$ cat src/pkg/bmsd_pkg.sv
// Package for the boot mode select decoder: boot addresses, modes and timing
package bmsd_pkg;

  localparam int unsigned ADDR_W        = 22;
  localparam logic [21:0] FLASH_ENTRY   = 22'h3f7ff6;
  localparam logic [21:0] HIGH_SRAM_ENT = 22'h3f8000;
  localparam logic [21:0] OTP_ENTRY     = 22'h3d7800;
  localparam logic [21:0] NO_ADDR       = 22'h000000;

  // Settle time after reset release before the straps are captured
  localparam int unsigned SETTLE_NS     = 100;
  localparam int unsigned CLK_PERIOD_NS = 25;
  localparam int unsigned SETTLE_CYC    = (SETTLE_NS + CLK_PERIOD_NS - 1) / CLK_PERIOD_NS;
  localparam logic [3:0]  SETTLE_CYC_W  = 4'(SETTLE_CYC);

  typedef enum logic [2:0] {
    BMSD_BOOT_FLASH,
    BMSD_BOOT_SERIAL_EEPROM,
    BMSD_BOOT_ASYNC_SERIAL,
    BMSD_BOOT_HIGH_SRAM,
    BMSD_BOOT_OTP,
    BMSD_BOOT_PARALLEL,
    BMSD_BOOT_EXTERNAL
  } bmsd_mode_t;

endpackage

$ cat src/rtl/bmsd_decoder.sv
// Boot mode select decoder: captures straps after reset and picks the boot path
`timescale 1ns/100ps
`default_nettype none

module bmsd_decoder
  import bmsd_pkg::*;
#(
  // Capture delay after reset release, in clock cycles
  parameter int unsigned SETTLE_COUNT = SETTLE_CYC
) (
  // Clock and reset
  input  wire logic              i_clk,
  input  wire logic              i_nrst,
  // Strap pins, asynchronous to i_clk
  input  wire logic              i_boot_sel_a,
  input  wire logic              i_boot_sel_b,
  input  wire logic              i_boot_sel_c,
  input  wire logic              i_boot_sel_d,
  input  wire logic              i_processor_mode_strap,
  // Boot decision
  output logic                   o_done,
  output var bmsd_mode_t         o_mode,
  output logic [ADDR_W-1:0]      o_jump_addr,
  output logic                   o_jump,
  output logic                   o_serial_eeprom_load,
  output logic                   o_async_serial_load,
  output logic                   o_parallel_port_load,
  output logic                   o_external_fetch
);

  logic [4:0] sync1_q;
  logic [4:0] sync2_q;
  logic [3:0] settle_q;
  logic       done_q;
  bmsd_mode_t mode_d;

  // Four-bit counter; at least two cycles so that sync2 holds samples
  // taken after the release and not the reset pattern.
  localparam logic [3:0] SETTLE_LAST = 4'(SETTLE_COUNT);

  if (SETTLE_COUNT < 2 || SETTLE_COUNT > 15) begin : g_settle_check
    $error("SETTLE_COUNT outside the range the settle counter serves");
  end

  function automatic bmsd_mode_t decode(input logic [3:0] sel, input logic mp);
    if (mp)
      return BMSD_BOOT_EXTERNAL;
    if (sel[3])
      return BMSD_BOOT_FLASH;
    if (sel[2])
      return BMSD_BOOT_SERIAL_EEPROM;
    case (sel[1:0])
      2'b11:   return BMSD_BOOT_ASYNC_SERIAL;
      2'b10:   return BMSD_BOOT_HIGH_SRAM;
      2'b01:   return BMSD_BOOT_OTP;
      default: return BMSD_BOOT_PARALLEL;
    endcase
  endfunction

  // Jump modes run from on-chip memory and pull in no external image
  function automatic logic is_jump(input bmsd_mode_t m);
    return m == BMSD_BOOT_FLASH || m == BMSD_BOOT_HIGH_SRAM || m == BMSD_BOOT_OTP;
  endfunction

  // Pins are asynchronous: two stages before anything looks at them.
  // Reset value of sel_a is 1 to match its pull-up.
  always_ff @(posedge i_clk or negedge i_nrst) begin
    if (!i_nrst) begin
      sync1_q <= 5'h08;
      sync2_q <= 5'h08;
    end else begin
      sync1_q <= {i_processor_mode_strap, i_boot_sel_a, i_boot_sel_b,
                  i_boot_sel_c, i_boot_sel_d};
      sync2_q <= sync1_q;
    end
  end

  // Wait for the synchroniser to fill and straps to settle
  always_ff @(posedge i_clk or negedge i_nrst) begin
    if (!i_nrst)
      settle_q <= 4'h0;
    else if (settle_q != SETTLE_LAST)
      settle_q <= settle_q + 4'h1;
  end

  assign mode_d = decode(sync2_q[3:0], sync2_q[4]);

  // One capture only; the decision then holds until the next reset
  always_ff @(posedge i_clk or negedge i_nrst) begin
    if (!i_nrst) begin
      done_q <= 1'b0;
      o_mode <= BMSD_BOOT_FLASH;
    end else if (!done_q && settle_q == SETTLE_LAST) begin
      done_q <= 1'b1;
      o_mode <= mode_d;
    end
  end

  // Outputs registered from the captured mode
  always_ff @(posedge i_clk or negedge i_nrst) begin
    if (!i_nrst) begin
      o_jump_addr          <= NO_ADDR;
      o_jump               <= 1'b0;
      o_serial_eeprom_load <= 1'b0;
      o_async_serial_load  <= 1'b0;
      o_parallel_port_load <= 1'b0;
      o_external_fetch     <= 1'b0;
      o_done               <= 1'b0;
    end else begin
      o_done               <= done_q;
      o_jump               <= done_q && is_jump(o_mode);
      o_serial_eeprom_load <= done_q && o_mode == BMSD_BOOT_SERIAL_EEPROM;
      o_async_serial_load  <= done_q && o_mode == BMSD_BOOT_ASYNC_SERIAL;
      o_parallel_port_load <= done_q && o_mode == BMSD_BOOT_PARALLEL;
      o_external_fetch     <= done_q && o_mode == BMSD_BOOT_EXTERNAL;
      case (o_mode)
        BMSD_BOOT_FLASH:     o_jump_addr <= done_q ? FLASH_ENTRY : NO_ADDR;
        BMSD_BOOT_HIGH_SRAM: o_jump_addr <= done_q ? HIGH_SRAM_ENT : NO_ADDR;
        BMSD_BOOT_OTP:       o_jump_addr <= done_q ? OTP_ENTRY : NO_ADDR;
        default:             o_jump_addr <= NO_ADDR;
      endcase
    end
  end

  // Assertions: strap values are seen in sync2 one edge before done_q rises
  // Capture timing
  a_capture_once: assert property (@(posedge i_clk) disable iff (!i_nrst)
    done_q && $past(done_q) |-> $stable(o_mode))
    else $error("boot mode changed after capture");

  a_capture_time: assert property (@(posedge i_clk) disable iff (!i_nrst)
    $rose(done_q) |-> $past(settle_q) == SETTLE_LAST)
    else $error("capture at wrong time");

  a_done_timing: assert property (@(posedge i_clk) disable iff (!i_nrst)
    $rose(done_q) |=> $rose(o_done))
    else $error("decision not shown one edge after capture");

  a_done_holds: assert property (@(posedge i_clk) disable iff (!i_nrst)
    o_done |=> o_done)
    else $error("decision dropped before reset");

  // Decode of each strap pattern
  a_flash_addr: assert property (@(posedge i_clk) disable iff (!i_nrst)
    done_q && o_mode == BMSD_BOOT_FLASH |=> o_jump && o_jump_addr == FLASH_ENTRY)
    else $error("flash entry address wrong");

  a_sel_a_wins: assert property (@(posedge i_clk) disable iff (!i_nrst)
    $rose(done_q) && !$past(sync2_q[4]) && $past(sync2_q[3])
    |=> o_jump && o_jump_addr == FLASH_ENTRY && !o_serial_eeprom_load)
    else $error("boot_sel_a high did not select flash");

  a_eeprom_sel: assert property (@(posedge i_clk) disable iff (!i_nrst)
    $rose(done_q) && !$past(sync2_q[4]) && !$past(sync2_q[3]) && $past(sync2_q[2])
    |=> o_serial_eeprom_load)
    else $error("serial EEPROM load not chosen");

  a_async_sel: assert property (@(posedge i_clk) disable iff (!i_nrst)
    $rose(done_q) && $past(sync2_q) == 5'h03 |=> o_async_serial_load)
    else $error("async serial load not chosen");

  a_sram_addr: assert property (@(posedge i_clk) disable iff (!i_nrst)
    $rose(done_q) && $past(sync2_q) == 5'h02 |=> o_jump_addr == HIGH_SRAM_ENT)
    else $error("high SARAM entry wrong");

  a_otp_addr: assert property (@(posedge i_clk) disable iff (!i_nrst)
    $rose(done_q) && $past(sync2_q) == 5'h01 |=> o_jump_addr == OTP_ENTRY)
    else $error("OTP entry wrong");

  a_parallel_sel: assert property (@(posedge i_clk) disable iff (!i_nrst)
    $rose(done_q) && $past(sync2_q) == 5'h00 |=> o_parallel_port_load)
    else $error("parallel load not chosen");

  a_external_mode: assert property (@(posedge i_clk) disable iff (!i_nrst)
    $rose(done_q) && $past(sync2_q[4]) |=> o_external_fetch && !o_jump)
    else $error("processor mode strap ignored");

  a_rom_mode: assert property (@(posedge i_clk) disable iff (!i_nrst)
    $rose(done_q) && !$past(sync2_q[4]) |=> o_done && !o_external_fetch)
    else $error("boot ROM decode not taken with mode strap low");

  // Output shape before and after the decision
  a_jump_no_load: assert property (@(posedge i_clk) disable iff (!i_nrst)
    o_jump |-> !o_serial_eeprom_load && !o_async_serial_load && !o_parallel_port_load)
    else $error("jump mode also loads code");

  a_load_no_addr: assert property (@(posedge i_clk) disable iff (!i_nrst)
    !o_jump |-> o_jump_addr == NO_ADDR)
    else $error("jump address shown in a load mode");

  a_outputs_onehot: assert property (@(posedge i_clk) disable iff (!i_nrst)
    o_done |-> $onehot({o_jump, o_serial_eeprom_load, o_async_serial_load,
                        o_parallel_port_load, o_external_fetch}))
    else $error("boot outputs not one-hot");

  a_quiet_before: assert property (@(posedge i_clk) disable iff (!i_nrst)
    !o_done |-> !o_jump && !o_serial_eeprom_load && !o_async_serial_load &&
                !o_parallel_port_load && !o_external_fetch && o_jump_addr == NO_ADDR)
    else $error("boot output active before the decision");

  a_outputs_hold: assert property (@(posedge i_clk) disable iff (!i_nrst)
    o_done && $past(o_done) |-> $stable(o_jump_addr) && $stable(o_jump) &&
      $stable(o_serial_eeprom_load) && $stable(o_async_serial_load) &&
      $stable(o_parallel_port_load) && $stable(o_external_fetch))
    else $error("boot outputs changed after the decision");

endmodule // bmsd_decoder

`default_nettype wire

$ cat config.mk
export PLATFORM = sky130hd
export DESIGN_NAME = bmsd_decoder
export DESIGN_NICKNAME = d
export VERILOG_FILES = /design/src/pkg/bmsd_pkg.sv /design/src/rtl/bmsd_decoder.sv
export SDC_FILE = /design/constraint.sdc
export NUM_CORES = 1
export LEC_CHECK = 0
export BUFFER_PORTS_ARGS = -buffer_cell sky130_fd_sc_hd__clkbuf_2
export CAP_MARGIN = 20
export CORE_ASPECT_RATIO = 1.1
export CORE_UTILIZATION = 48
export CTS_CLUSTER_DIAMETER = 120
export DETAILED_ROUTE_END_ITERATION = 8
export MAX_ROUTING_LAYER = met4
export PLACE_DENSITY = 0.77
export SYNTH_ARGS = -nofsm -noshare
export SYNTH_HDL_FRONTEND = slang
export SYNTH_SLANG_ARGS = --single-unit
$ cat constraint.sdc
create_clock -name i_clk -period 1.5 [get_ports i_clk]
set_input_delay 0 -clock i_clk [delete_from_list [all_inputs] [get_ports i_clk]]
set_output_delay 0 -clock i_clk [all_outputs]
set_load 0.02 [all_outputs]
==> flow_summary.yaml <==
logic_synthesis:
  ys_seq_area_frac: 0.6481
  yosysWarnings: 0
  synth_top_area_share: 0.6013
  syn_area_per_cell_sq_um: 12.77
  ys_ff_latch: 29
  yosysTopAreaCell: "dfrtp_1"
  ys_types: 25
  synthCells: 88
  syn_area_sq_um: 1124
  synth.area.top_cells: "dfrtp_1 (60%), buf_4 (11%), dfstp_2 (4.7%)"
placement:
  hpwl_microns: 1019
  dp_slack_ns: 0.09422
  port_buffers: 35
  gp_congestion: 0.7746
floorplanning:
  start_util: 0.5039
  die_h_microns: 52.75
  core_area_sq_um: 2230
  dieArea_sq_um: 2539
  row_count: 18
  io_pins: 38
  dieWidth_microns: 48.13
clock_network:
  cts_buffer_depth: 2
  cts_tree: "done"
  worstSkewPairLatency_ns: 0.30
  cts_setup_buffers: 0
  cts.clk_slew.worst_paths_ns: 0.08
  clock_sinks: 29
  ctsRootBufferMaster: "clkbuf_4"
  ctsHtreeMaxLevel: 2
  cts_inserted_buffers: 5
power_and_ir_drop:
  power.net_switching_w: 0.0003584
  max-vdd-ir-drop_mv: 0.7550
  p_sw_frac: 0.2518
  power.leakage_nw: 0.6939
  power.internal_w: 0.001065
  clkPwrFrac: 0.288
  p_seq_frac: 0.591
  pwr-share-comb: 0.121
  powerDensity_nw_per_um2: 1061
routing:
  wl_per_cell_microns: 9.882
  drc: 0
  dr.pass1.iters: 4
  num_vias: 708
  drt-initial-drc-count: 6
  routed_wl_microns: 1502
  ant_nets: 0
  via_per_inst: 4.658
sta:
  fmax_mhz: 713.4
  setup_viol: 0
  worstMarginPinSlew_ns: 0.6592
  layout_worst_path_cycle_share: 0.9345
  tns_ns: 0
  maxSlewViolCount: 0
  slew_headroom: 0.5606
  hold_viol: 0
  grt_setup_unrepaired: "false"
  layout_min_cycle_time_ns: 1.402
  clock_skew_ns: 0.006937
  fin_ws_ns: 0.09820
setup_path:
  critPathTopFamily: "flip-flops"
  required_ns: 1.69
  worstPathMaxFanout: 5
  path_cells: "inv_1 -> ha_4 -> and4bb_4 -> mux2_4"
  r2r-end: "o_mode[0]"
  r2r_slack_ns: 0.1
  endpoint_kind: "flop"
  path_buf_inv: 1
  rr_worst_depth: 4
  crit_type: "reg2reg"
  critPathSlowestCell: "dfrtp_1"
  cpPeakStageDelay_ns: 0.41
  startpoint_type: "flop"
  critical_path_arrival_ns: 1.59
  r2r_start: "settle_q[0]"
global_routing:
  grt_overflow_total: 0
  grt_pass1_wl_microns: 2532
  met2_usage: 0.2770
  grt_max_degree: 30
  grt_usage: 0.1573
  use_met3: 0.06207
  grt_pass1_vias: 623
  antenna_found_initial: 0
  grt.met1_usage: 0.1357
  grt-busiest-layer: "met2"
finish:
  diodes: 0
  final_nets: 130
  nFillCells: 179
  drive_gt1_frac: 0.4016
  syn_to_final_growth_pct: 19.38
  post-route-util: 0.6016
  multiInputGateArea_sq_um: 265.3
  ff_latch_area_sq_um: 728.2
worst_hold_path:
  min-delay-path-class: "in2async"
job:
  cap_violations: 0
outcome:
  status: "completed"
==> synthesized netlist by cell type <==
cell and instances:
nand2_1 4, or3b_4 1, and4b_2 1, nor3_1 3, and4bb_4 1, xnor2_1 1, a211oi_1 1, conb_1 1
mux2_4 1, dfrtp_1 27, o21a_1 1, ha_1 2, buf_4 17, nor2_1 5, or2_1 1, nand3_1 2
a21oi_1 3, o21ai_2 1, nor3b_1 2, a21o_1 1, o21ai_0 1, nand3b_1 1, inv_1 5, nand2b_1 3
dfstp_2 2
==> placed cells by master (no fill, tap or decap), drive strengths merged <==
cell / n
nor3b: 2
nand3: 2
and4b: 1
nand2: 4
mux2: 1
dfstp: 2
nor3: 3
xnor2: 1
a211oi: 1
nand2b: 3
dfrtp: 27
o21a: 1
and4bb: 1
dlygate4sd3: 6
a21o: 1
buf: 1
ha: 2
conb: 2
a21oi: 3
clkbuf: 43
nand3b: 1
or2: 1
or3b: 1
nor2: 5
inv: 5
o21ai: 2
==> cell type report <==
class / instances / share of cell area
timing repair buffer: 42 / 0.1810
tap: 30 / 0.02798
inverter: 5 / 0.01399
multi-input combinational: 38 / 0.1978
clock buffer: 8 / 0.03638
sequential: 29 / 0.5429
==> how the worst max path moves through the flow <==
| stage | startpoint | endpoint | slack (ns) | depth (start not counted) |
|---|---|---|---|---|
| 3_3_place_gp | settle_q[0] | o_mode[0] | 0.14 | 4 |
| 6_report | settle_q[0] | o_mode[0] | 0.1 | 4 |
| 4_1_cts | settle_q[0] | o_mode[0] | 0.06 | 4 |
| 5_1_grt | settle_q[0] | o_mode[0] | 0.04 | 4 |
| 3_5_place_dp | settle_q[0] | o_mode[0] | 0.09 | 4 |
| 2_1_floorplan | settle_q[0] | o_mode[0] | 0.16 | 4 |
==> sequential cells by signal, indices dropped and copies added, names as in the netlist, 3 cells and up <==
name / cells
o_jump_addr: 5
sync1_q: 5
sync2_q: 5
settle_q: 4
o_mode: 3
==> power by group through the flow <==
stage | Sequential (W) | Combinational [W] | Clock [W]
finish | 0.000841 | 0.000172 | 0.000410
floorplan | 0.000880 | 0.000109 | 0
global route | 0.000850 | 0.000193 | 0.000466
CTS | 0.000842 | 0.000175 | 0.000434
detailed placement | 0.000858 | 0.000162 | 0
global placement | 0.000855 | 0.000162 | 0
==> worst register-to-register path, cell delays in order (launching register included) <==
cell	delay (ns)
dfrtp_1	0.41
inv_1	0.14
ha_4	0.17
and4bb_4	0.28
mux2_4	0.30
==> what timing repair did <==
action                                  CTS  global route
hold buffers                              6             0
gates resized for setup                   0             2
endpoints found under the setup margin    0             1
hold endpoints to repair                 32             0
==> layer usage <==
metal,vias to the layer above,part of all wire
li1,336,-
met1,326,0.37
met2,41,0.55
met3,5,0.054
met4,0,0.019
met5,-,0
==> stage by stage <==
stage	power, W	area, sq um	cells	hold WS (ns)
global route	0.001510	1341	152	0.2903
global placement	0.001017	1220	138	0.05488
CTS	0.001451	1329	152	0.2638
detailed placement	0.001020	1220	138	0.06431
floorplan	0.0009892	1127	89	-0.2956
finish	0.001424	1341	152	0.2486
==> kinds of logic after synthesis <==
family,synth area share
AO/OA/AOI/OAI,0.04566
XOR/XNOR,0.007797
adder cells (fa/ha/maj),0.02227
buffers and inverters,0.1303
flip-flops,0.6481
multiplexers,0.01336
other,0.003338
AND/OR/NAND/NOR,0.1292
Power figures use the tool's default switching activity.
